### config.mk
export PLATFORM = sky130hd
export DESIGN_NAME = cs_u_buffer
export DESIGN_NICKNAME = d
export VERILOG_FILES = /design/src/cs_u_pkg.sv /design/src/cs_crc_serial.sv /design/src/cs_u_buffer.sv
export SDC_FILE = /design/constraint.sdc
export NUM_CORES = 2
export LEC_CHECK = 0
export ABC_AREA = 1
export ABC_CLOCK_PERIOD_IN_PS = 12830
export BUFFER_PORTS_ARGS = -buffer_cell sky130_fd_sc_hd__clkbuf_2
export CAP_MARGIN = 10
export CORE_AREA = 4 4 544 546
export CTS_BUF_LIST = sky130_fd_sc_hd__clkbuf_2
export CTS_CLUSTER_DIAMETER = 40
export DETAILED_ROUTE_END_ITERATION = 12
export DIE_AREA = 0 0 548 550
export PLACE_DENSITY_LB_ADDON = 0.15
export SYNTH_ARGS = -nofsm -noshare
export SYNTH_HDL_FRONTEND = slang
export SYNTH_HIERARCHICAL = 1
export SYNTH_SLANG_ARGS = --single-unit
export TNS_END_PERCENT = 30
### constraint.sdc
create_clock -name clk -period 12.83 [get_ports clk]
set_input_delay 3.2075 -clock clk [delete_from_list [all_inputs] [get_ports clk]]
set_output_delay 3.2075 -clock clk [all_outputs]
set_load 0.02 [all_outputs]
### src/cs_u_pkg.sv
// constants, carrier structs and helpers for the channel status / user bit buffers
// assumes a 10 MHz core clock and a slow frame clock sampled from a pin
package cs_u_pkg;

    localparam int WORDS = 24;
    localparam int FRAMES = 192;
    localparam logic [7:0] FRAME_LAST = 8'hbf;
    localparam logic [7:0] CRC_FIRST_FRAME = 8'hb8;
    localparam logic [7:0] CS_BASE = 8'h20;
    localparam logic [7:0] U_BASE = 8'h38;
    localparam logic [7:0] ADDR_LAST = 8'h4f;
    localparam int PRO_BIT_A = 15;
    localparam int PRO_BIT_B = 7;
    localparam logic [7:0] CRC_INIT = 8'hff;
    localparam logic [7:0] CRC_POLY = 8'h1d;
    localparam logic [15:0] WORD_RESET = 16'h0000;
    localparam logic [7:0] BYTE_RESET = 8'h00;

    typedef struct packed
    {
        logic start;
        logic wr;
        logic rd;
        logic [7:0] addr;
        logic [7:0] wdata;
    } cp_req_t;

    typedef struct packed
    {
        logic c_a;
        logic c_b;
        logic u_a;
        logic u_b;
    } tx_bits_t;

    typedef enum logic [1:0]
    {
        PH_A = 2'b01,
        PH_B = 2'b10
    } phase_t;

    function automatic logic in_cs(input logic [7:0] a);
        return (a >= CS_BASE) && (a < U_BASE);
    endfunction : in_cs

    function automatic logic in_u(input logic [7:0] a);
        return (a >= U_BASE) && (a <= ADDR_LAST);
    endfunction : in_u

    function automatic logic [4:0] word_of(input logic [7:0] a);
        logic [7:0] off;
        off = in_u(a) ? (a - U_BASE) : (a - CS_BASE);
        return off[4:0];
    endfunction : word_of

endpackage : cs_u_pkg

### src/cs_crc_serial.sv
// serial CRCC generator for one channel status block
// assumes bits arrive earliest first, one per shift pulse
`timescale 1ns/1ps
module cs_crc_serial
    import cs_u_pkg::*;
(
    input wire logic clk,
    input wire logic srst,
    input wire logic shift,
    input wire logic first,
    input wire logic din,
    output logic [7:0] crc_q
);

    logic [7:0] base;
    logic fb;

    always_comb
    begin
        base = first ? CRC_INIT : crc_q;
        fb = din ^ base[7];
    end

    always_ff @(posedge clk)
    begin
        if (srst)
        begin
            crc_q <= CRC_INIT;
        end
        else if (shift)
        begin
            crc_q <= {base[6:0], 1'b0} ^ (fb ? CRC_POLY : 8'h00);
        end
    end

    AST_CRC_RESTART: assert property (@(posedge clk) disable iff (srst)
        (shift && first) |=> crc_q == ({CRC_INIT[6:0], 1'b0} ^
            (($past(din) ^ CRC_INIT[7]) ? CRC_POLY : 8'h00)))
        else $error("crcc did not restart at block start");

endmodule : cs_crc_serial

### src/cs_u_buffer.sv
// channel status and user bit E/F buffers with host byte port and transmit feed
// assumes host strobes are synchronous to clk; frame clock comes from a pin
`timescale 1ns/1ps

////////////////////////////////////////////////////////////////////////////////
module cs_u_buffer
    import cs_u_pkg::*;
(
    input wire logic clk,
    input wire logic srst,
    input wire cp_req_t cp_req,
    input wire logic run,
    input wire logic two_byte,
    input wire logic chan_sel_b,
    input wire logic inhibit,
    input wire logic irq_en,
    input wire logic u_block,
    input wire logic hw_mode,
    input wire logic frame_clk,
    input wire logic cs_pin,
    output logic [7:0] cp_rdata_q,
    output logic cp_rvalid_q,
    output logic xfer_irq_q,
    output tx_bits_t tx_q,
    output logic tx_valid_q,
    output logic block_start_q
);

    ////////////////////////////////////////////////////////////////////////////
    // storage
    logic [15:0] cs_e_q [WORDS];
    logic [15:0] cs_f_q [WORDS];
    logic [15:0] u_e_q [WORDS];
    logic [15:0] u_f_q [WORDS];

    logic [7:0] addr_q;
    phase_t phase_q;
    logic [7:0] frame_q;
    logic fclk_s1_q;
    logic fclk_s2_q;
    logic fclk_s3_q;
    logic pin_s1_q;
    logic pin_s2_q;
    logic emit_q;
    logic pro_hw_q;

    logic step;
    logic copy_fire;
    logic [4:0] widx;
    logic cs_hit;
    logic u_hit;
    logic pair_mode;
    logic word_done;
    logic [4:0] fw;
    logic [2:0] fb;
    logic [3:0] ua_pos;
    logic [3:0] ub_pos;
    logic raw_a;
    logic raw_b;
    logic pro_a;
    logic pro_b;
    logic in_crc;
    logic crc_first;
    logic crc_shift;
    logic [7:0] crc_a;
    logic [7:0] crc_b;

    ////////////////////////////////////////////////////////////////////////////
    // pin synchronisers
    always_ff @(posedge clk)
    begin
        if (srst)
        begin
            fclk_s1_q <= 1'b0;
            fclk_s2_q <= 1'b0;
            fclk_s3_q <= 1'b0;
            pin_s1_q <= 1'b0;
            pin_s2_q <= 1'b0;
        end
        else
        begin
            fclk_s1_q <= frame_clk;
            fclk_s2_q <= fclk_s1_q;
            fclk_s3_q <= fclk_s2_q;
            pin_s1_q <= cs_pin;
            pin_s2_q <= pin_s1_q;
        end
    end

    // no frame step, and so no copy or transmit, is taken until the run bit is set
    assign step = run && fclk_s2_q && !fclk_s3_q;
    // copy only at a block boundary, before frame zero is emitted
    assign copy_fire = step && (frame_q == 8'h00) && !inhibit;

    ////////////////////////////////////////////////////////////////////////////
    // host access decode
    always_comb
    begin
        widx = word_of(addr_q);
        cs_hit = in_cs(addr_q);
        u_hit = in_u(addr_q);
        pair_mode = u_hit || two_byte;
        word_done = !pair_mode || (phase_q == PH_B);
    end

    // address pointer and byte phase
    always_ff @(posedge clk)
    begin
        if (srst)
        begin
            addr_q <= CS_BASE;
            phase_q <= PH_A;
        end
        else if (cp_req.start)
        begin
            addr_q <= cp_req.addr;
            phase_q <= PH_A;
        end
        else if (cp_req.wr || cp_req.rd)
        begin
            if (word_done)
            begin
                addr_q <= addr_q + 8'h01;
                phase_q <= PH_A;
            end
            else
            begin
                phase_q <= PH_B;
            end
        end
    end

    // host read path, one cycle after the strobe
    always_ff @(posedge clk)
    begin
        if (srst)
        begin
            cp_rdata_q <= BYTE_RESET;
            cp_rvalid_q <= 1'b0;
        end
        else
        begin
            cp_rvalid_q <= cp_req.rd && !cp_req.start;
            if (cp_req.rd && !cp_req.start)
            begin
                if (u_hit)
                begin
                    cp_rdata_q <= (phase_q == PH_A) ? u_e_q[widx][15:8] : u_e_q[widx][7:0];
                end
                else if (cs_hit && pair_mode)
                begin
                    // A byte first, then B byte
                    cp_rdata_q <= (phase_q == PH_A) ? cs_e_q[widx][15:8]
                                                    : cs_e_q[widx][7:0];
                end
                else if (cs_hit)
                begin
                    cp_rdata_q <= chan_sel_b ? cs_e_q[widx][7:0]
                                             : cs_e_q[widx][15:8];
                end
                else
                begin
                    cp_rdata_q <= BYTE_RESET;
                end
            end
        end
    end

    ////////////////////////////////////////////////////////////////////////////
    // first stage buffers, host writable
    always_ff @(posedge clk)
    begin
        if (srst)
        begin
            for (int i = 0; i < WORDS; i++)
            begin
                cs_e_q[i] <= WORD_RESET;
                u_e_q[i] <= WORD_RESET;
            end
        end
        else if (cp_req.wr && !cp_req.start)
        begin
            if (u_hit)
            begin
                if (phase_q == PH_A)
                begin
                    u_e_q[widx][15:8] <= cp_req.wdata;
                end
                else
                begin
                    u_e_q[widx][7:0] <= cp_req.wdata;
                end
            end
            else if (cs_hit && !pair_mode)
            begin
                cs_e_q[widx] <= {cp_req.wdata, cp_req.wdata};
            end
            else if (cs_hit && phase_q == PH_A)
            begin
                cs_e_q[widx][15:8] <= cp_req.wdata;
            end
            else if (cs_hit)
            begin
                cs_e_q[widx][7:0] <= cp_req.wdata;
            end
        end
    end

    ////////////////////////////////////////////////////////////////////////////
    // second stage buffers, whole-block copy only
    always_ff @(posedge clk)
    begin
        if (srst)
        begin
            for (int i = 0; i < WORDS; i++)
            begin
                cs_f_q[i] <= WORD_RESET;
                u_f_q[i] <= WORD_RESET;
            end
        end
        else if (copy_fire)
        begin
            for (int i = 0; i < WORDS; i++)
            begin
                cs_f_q[i] <= cs_e_q[i];
                u_f_q[i] <= u_e_q[i];
            end
        end
    end

    // transfer interrupt pulse
    always_ff @(posedge clk)
    begin
        if (srst)
        begin
            xfer_irq_q <= 1'b0;
        end
        else
        begin
            xfer_irq_q <= copy_fire && irq_en;
        end
    end

    ////////////////////////////////////////////////////////////////////////////
    // transmit bit selection; emitted the cycle after the step so a fresh copy is seen
    always_comb
    begin
        fw = frame_q[7:3];
        fb = 3'h7 - frame_q[2:0];
        ua_pos = {~frame_q[2:0], 1'b1};
        ub_pos = {~frame_q[2:0], 1'b0};
        raw_a = hw_mode ? pin_s2_q : cs_f_q[fw][{1'b1, fb}];
        raw_b = hw_mode ? pin_s2_q : cs_f_q[fw][{1'b0, fb}];
        crc_first = (frame_q == 8'h00);
        pro_a = hw_mode ? (crc_first ? pin_s2_q : pro_hw_q) : cs_f_q[0][PRO_BIT_A];
        pro_b = hw_mode ? (crc_first ? pin_s2_q : pro_hw_q) : cs_f_q[0][PRO_BIT_B];
        in_crc = frame_q >= CRC_FIRST_FRAME;
        crc_shift = emit_q && !in_crc;
    end

    cs_crc_serial crc_a_inst
    (
        .clk(clk),
        .srst(srst),
        .shift(crc_shift),
        .first(crc_first),
        .din(raw_a),
        .crc_q(crc_a)
    );

    cs_crc_serial crc_b_inst
    (
        .clk(clk),
        .srst(srst),
        .shift(crc_shift),
        .first(crc_first),
        .din(raw_b),
        .crc_q(crc_b)
    );

    always_ff @(posedge clk)
    begin
        if (srst)
        begin
            emit_q <= 1'b0;
            frame_q <= 8'h00;
            pro_hw_q <= 1'b0;
            tx_q <= '0;
            tx_valid_q <= 1'b0;
            block_start_q <= 1'b0;
        end
        else
        begin
            emit_q <= step;
            tx_valid_q <= emit_q;
            block_start_q <= emit_q && crc_first;
            if (emit_q)
            begin
                frame_q <= (frame_q == FRAME_LAST) ? 8'h00 : frame_q + 8'h01;
                if (crc_first)
                begin
                    pro_hw_q <= pin_s2_q;
                end
                // final byte replaced by the computed crcc in professional blocks
                tx_q.c_a <= (in_crc && pro_a) ? crc_a[fb] : raw_a;
                tx_q.c_b <= (in_crc && pro_b) ? crc_b[fb] : raw_b;
                tx_q.u_a <= u_block && u_f_q[fw][ua_pos];
                tx_q.u_b <= u_block && u_f_q[fw][ub_pos];
            end
        end
    end

    ////////////////////////////////////////////////////////////////////////////
    // checks
    AST_INHIBIT_BLOCKS: assert property (@(posedge clk) disable iff (srst)
        inhibit |-> !copy_fire)
        else $error("block copy while inhibited");

    AST_COPY_AT_BOUNDARY: assert property (@(posedge clk) disable iff (srst)
        copy_fire |-> (frame_q == 8'h00) ##1 (emit_q && frame_q == 8'h00))
        else $error("block copy away from block boundary");

    AST_COPY_LOADS_F: assert property (@(posedge clk) disable iff (srst)
        copy_fire |=> (cs_f_q[0] == $past(cs_e_q[0])) && (u_f_q[23] == $past(u_e_q[23])))
        else $error("second stage not loaded from first stage");

    AST_IRQ_PULSE: assert property (@(posedge clk) disable iff (srst)
        (copy_fire && irq_en) |=> xfer_irq_q ##1 !xfer_irq_q)
        else $error("transfer interrupt missing or stretched");

    AST_USER_ZERO: assert property (@(posedge clk) disable iff (srst)
        (emit_q && !u_block) |=> (!tx_q.u_a && !tx_q.u_b))
        else $error("user bit sent in zero mode");

    AST_ONE_BYTE_BOTH: assert property (@(posedge clk) disable iff (srst)
        (cp_req.wr && !cp_req.start && cs_hit && !pair_mode)
            |=> cs_e_q[$past(widx)][15:8] == cs_e_q[$past(widx)][7:0])
        else $error("one-byte write did not fill both halves");

    AST_AUTO_INC: assert property (@(posedge clk) disable iff (srst)
        (cp_req.wr && !cp_req.start && pair_mode && phase_q == PH_A)
            |=> (phase_q == PH_B) && $stable(addr_q))
        else $error("two-byte access advanced too early");

    AST_READ_LATENCY: assert property (@(posedge clk) disable iff (srst)
        (cp_req.rd && !cp_req.start) |=> cp_rvalid_q ##1 !($past(cp_req.rd)) || cp_rvalid_q)
        else $error("read data not presented one cycle after strobe");

    AST_IDLE_WITHOUT_RUN: assert property (@(posedge clk) disable iff (srst)
        !run [*3] |=> $stable(frame_q) && !tx_valid_q)
        else $error("transmit advanced without run bit");

endmodule : cs_u_buffer

Word level (Yosys, flattened, before mapping) --
Memory sizes are Yosys's and may differ from the RTL's. A register that Yosys moved wholly into a read port is not among the register bits. Cells that the tools add are included.
Word-level totals: RAM bits 1536, word-level logic and storage cells 259, input port bits 30, memories 4, register bits after elaboration 57, output and inout bits 16
Cells by class: add/subtract/negate cells 5, equality and inequality tests 3, muxes and demuxes 128, reduce and logical (&&, ||, !) cells 33, order comparisons 10, bitwise logic cells 55
Memories:
- cs_e_q | words 24, width 16, rd ports 25, clocked after Yosys merged registers in 0, wr ports 24, line cs_u_buffer.sv:31 | logic [15:0] cs_e_q [WORDS];
- cs_f_q | words 24, width 16, rd ports 2, clocked after Yosys merged registers in 1, wr ports 24, line cs_u_buffer.sv:32 | logic [15:0] cs_f_q [WORDS];
- u_e_q | words 24, width 16, rd ports 25, clocked after Yosys merged registers in 0, wr ports 24, line cs_u_buffer.sv:33 | logic [15:0] u_e_q [WORDS];
- u_f_q | words 24, width 16, rd ports 1, clocked after Yosys merged registers in 1, wr ports 24, line cs_u_buffer.sv:34 | logic [15:0] u_f_q [WORDS];
Operators with widths (number):
- 16-bit 2-to-1 mux | 50
- 8-bit 2-to-1 mux | 14
- 1-bit OR | 50
- 1-bit 2-to-1 mux | 46
- 5-bit 2-to-1 mux | 9
- 16-bit OR reduction | 2
- 1-bit binary-select mux with 3-bit select | 6
- 1-bit logical AND | 18
- 8-bit by 1-bit adder with 8-bit output, second input constant | 2
- 8-bit by 6-bit greater-or-equal comparator with 1-bit output, second input constant | 2
- 8-bit XOR | 2
- 4-bit by 5-bit < comparator with 1-bit output, second input constant | 3
- 8-bit == test, second input constant | 1
- 8-bit greater-or-equal comparator, second input constant | 1
- 8-bit by 7-bit less-or-equal comparator with 1-bit output, second input constant | 1
- 8-bit zero test | 1
- 8-bit by 6-bit < comparator with 1-bit output, second input constant | 1
- 2-bit 2-to-1 mux | 3
- 1-bit zero test | 5
- 3-bit by 5-bit < comparator with 1-bit output, second input constant | 1
- 5-bit by 1-bit subtractor with 5-bit output, second input constant | 1
- 5-bit subtractor, second input constant | 1
- 3-bit by 4-bit < comparator with 1-bit output, second input constant | 1
- 2-bit nonzero test | 2
- other kinds (8) | 11

Depth between registers and ports, before layout --
depth after elaboration 13, depth in mapped cells 23, mapped depth without buffers 20

Hierarchy --
Netlist, hierarchy kept.
Modules (own cells, without submodules):
- cs_u_buffer | area an instance 83169.8 sq um, sequential area each 54732.5 sq um, instances 1, cells each 8432
- cs_crc_serial | area an instance 396.6 sq um, sequential area each 160.2 sq um, instances 2, cells each 54

Worst setup path before layout --
OpenSTA, ideal clock, no wires.
path type input to register, start point input srst, end point memory cs_f_q[0][0], enable pin, setup time 823 ps, arrival time 12876 ps, setup slack -869 ps, data required time 12007 ps, stages on the path 3, buffers on the path 2, path through clkbuf_1 > clkbuf_1 > or2_2
RTL lines:
- start, declared | line cs_u_buffer.sv:10 | input wire logic srst,
- end, declared | line cs_u_buffer.sv:32

Worst setup path after layout --
start point register cp_rdata_q[7], end point output cp_rdata_q[7]
RTL lines:
- start, declared | line cs_u_buffer.sv:21 | output logic [7:0] cp_rdata_q,
- start signal, assigned | line cs_u_buffer.sv:148 | cp_rdata_q <= (phase_q == PH_A) ? u_e_q[widx][15:8] : u_e_q[widx][7:0];
- start signal, assigned | line cs_u_buffer.sv:153 | cp_rdata_q <= (phase_q == PH_A) ? cs_e_q[widx][15:8]
- start signal, assigned | line cs_u_buffer.sv:158 | cp_rdata_q <= chan_sel_b ? cs_e_q[widx][7:0]
No word-level cell between the ends.

==> out/metrics.yaml <==
place.gp.congestion: 0.817
synthCells: 8540
dp_hpwl_mm: 179
fin_cells: 13100
cp_slowest_cell: "dfxtp_1"
drc: 0
cts_buffers: 538
crit_arrival_ns: 2.63
via_count: 62900
skew_ns: 0.266
maxSlewViolCount: 0
initial_core_util: 0.289
path_clk_slew_ns: 0.10
hold_viol: 0
rows: 198
finalSetupViolCount: 0
gr-total-overflow: 0
drt_wl_total_mm: 298
cts_num_sinks: 1854
fin_ws_ns: 7.00
holdBufCountCts: 0
cap_violations: 0
cp-start-kind: "flip-flop"
postRouteAntennaNets: 0
crit_type: "reg2out"
timing.final.crit_share: 0.455
grt_pass1_wl_mm: 427
grt_max_degree: 219
drive_gt1_frac: 0.125
crit_chain: "clkbuf_2"
rsz0062_at_grt: "no"
cts_post_setup_buffers_inserted: 0
cts.path.max_buffers: 4
antenna_found_initial: 15
ys_seq_elements: 1854
yosysSeqAreaShare: 0.656
max_freq_mhz: 171
p_per_area_mw_per_mm2: 136
syn_area_mm2: 0.0840
area_growth_pct: 11.0
final_nets: 8838
p_total_w: 0.0127
irDropWorstVdd_uv: 72.5
yosysWarnings: 6
cts_tree: "built"
die_x_um: 548
clk_latency_ns: 2.02
finalSetupTns_ns: 0
cp-end-kind: "output pin"
drtIter0Drc: 5990
relSlewSlack: 0.215
placedCellCount: 12200
tightest_slew_ns: 1.18
port_buffers: 45
cts_root_buf: "clkbuf_2"
status: "finished, final reports clean"
path_buf_inv: 1
multi_input_area_mm2: 0.0235
power.leakage_nw: 36.7
io-pin-count: 46
regArea_mm2: 0.0551
dr.pass1.iters: 6
die_h_um: 550
cp_max_fo: 2
die_area_mm2: 0.301
first_global_vias: 61400
grt.total_usage: 0.192
wl_per_cell_um: 22.8
layout_commonest_cell: "nor2_1"
h-tree-depth: 6
min_period_ns: 5.83
worstPathRequired_ns: 9.62
mostFrequentLayoutCells: "nor2_1 (2170), edfxtp_1 (1792), inv_1 (899)"
min_path_type: "reg2reg"
fill_cells: 30500
cts_resized: 0
avgSynthCellArea_um2: 9.83
final_util: 0.321
cp_top_family: "flip-flops"
preCtsSetupSlack_ns: 5.90
ys_types: 42
avgViaCountPerCell: 4.81
core_mm2: 0.291
max_stage_delay_ns: 0.46
Yosys cell counts:
master / n / share of area
nand2_2: 43 / 0.0032
nor4_1: 1 / 0.000075
o211a_1: 4 / 0.00048
o21ai_0: 898 / 0.054
nand3_1: 255 / 0.015
nor2_4: 10 / 0.0013
dfxtp_1: 62 / 0.015
inv_2: 12 / 0.00054
a31oi_1: 4 / 0.00030
buf_2: 148 / 0.0088
xor2_1: 2 / 0.00021
clkbuf_1: 357 / 0.016
nand2_1: 848 / 0.038
o31ai_1: 2 / 0.00018
o32ai_1: 1 / 0.00010
o21ai_2: 6 / 0.00063
inv_1: 902 / 0.040
o21ai_1: 3 / 0.00018
o21a_1: 5 / 0.00045
nor2_1: 2177 / 0.097
nand3b_1: 2 / 0.00018
xnor2_1: 1 / 0.00010
buf_4: 16 / 0.0014
a211oi_1: 2 / 0.00018
clkinv_1: 15 / 0.00067
ha_1: 7 / 0.0010
buf_6: 2 / 0.00027
or2_2: 36 / 0.0027
a21boi_0: 3 / 0.00027
conb_1: 1 / 0.000045
nor3_1: 26 / 0.0015
o21bai_1: 2 / 0.00018
o22ai_1: 87 / 0.0065
nor2_2: 13 / 0.00097
o221ai_1: 55 / 0.0057
a22oi_1: 8 / 0.00072
o2111ai_1: 2 / 0.00021
buf_1: 49 / 0.0022
a21oi_1: 608 / 0.036
edfxtp_1: 1792 / 0.64
nand4_1: 6 / 0.00045
o211ai_1: 67 / 0.0060
per-stage QoR:
stage               hold WS [ns]  cell area [um2]
floorplan                  0.388            84400
global placement           0.400            88300
detailed placement         0.399            88300
CTS                        0.407            93200
global route               0.419            93200
finish                     0.399            93200
final cells by class:
type                    instances  area share
clock inverters               148      0.0117
inverters                     929      0.0380
repair buffers                166      0.0138
diodes                         10    0.000268
flip-flops and latches       1854       0.591
well taps                    3900      0.0523
clock buffers                 755      0.0405
multi-input cells            5312       0.253
sequential cells by signal (all words and copies together), names as in the netlist, named ones only:
| register | count |
|---|---|
| addr_q | 8 |
| block_start_q | 1 |
| fclk_s2_q | 1 |
| cs_e_q | 512 |
| fclk_s1_q | 1 |
| cp_rvalid_q | 1 |
| xfer_irq_q | 1 |
| crc_b_inst/crc_q | 8 |
| crc_a_inst/crc_q | 8 |
| cp_rdata_q | 8 |
| tx_valid_q | 1 |
| pin_s2_q | 1 |
| u_f_q | 384 |
| frame_q | 8 |
| u_e_q | 512 |
| pro_hw_q | 1 |
| emit_q | 1 |
| fclk_s3_q | 1 |
| tx_q | 4 |
| pin_s1_q | 1 |
| phase_q | 2 |
| cs_f_q | 384 |
worst paths after layout:
path	from	to	slack, ns	depth (start not counted)
max	cp_rdata_q[7]$_SDFFE_PP0P_	cp_rdata_q[7]	7.00	1
min	fclk_s2_q$_SDFF_PP0_	fclk_s3_q$_SDFF_PP0_	0.40	2
max reg2reg	addr_q[0]$_SDFFE_PP0P_	u_e_q[15][3]$_SDFFCE_PN0P_	7.24	13
min reg2reg	fclk_s2_q$_SDFF_PP0_	fclk_s3_q$_SDFF_PP0_	0.40	2
power breakdown:
| part | switching, W | internal (W) | total [W] | leakage, nW |
|---|---|---|---|---|
| logic | 0.000940 | 0.000239 | 0.00118 | 14.4 |
| clock network | 0.00270 | 0.00188 | 0.00458 | 3.66 |
| registers | 0.0000899 | 0.00686 | 0.00695 | 18.7 |
| total | 0.00373 | 0.00898 | 0.0127 | 36.7 |
metal layers:
layer	GRT usage	vias up	part of all wire
li1	-	29300	-
met3	0.0362	447	0.072
met1	0.270	30900	0.45
met5	0	-	0.00012
met4	0.0623	6	0.029
met2	0.298	2215	0.45
cells by family after synthesis:
logic type	synth area share
AND/OR/NAND/NOR	0.161
other	0.0000447
adder cells (fa/ha/maj)	0.00104
AO/OA/AOI/OAI	0.112
flip-flops	0.656
XOR/XNOR	0.000313
buffers and inverters	0.0702
Note: power is estimated with default switching activity, not from simulation.
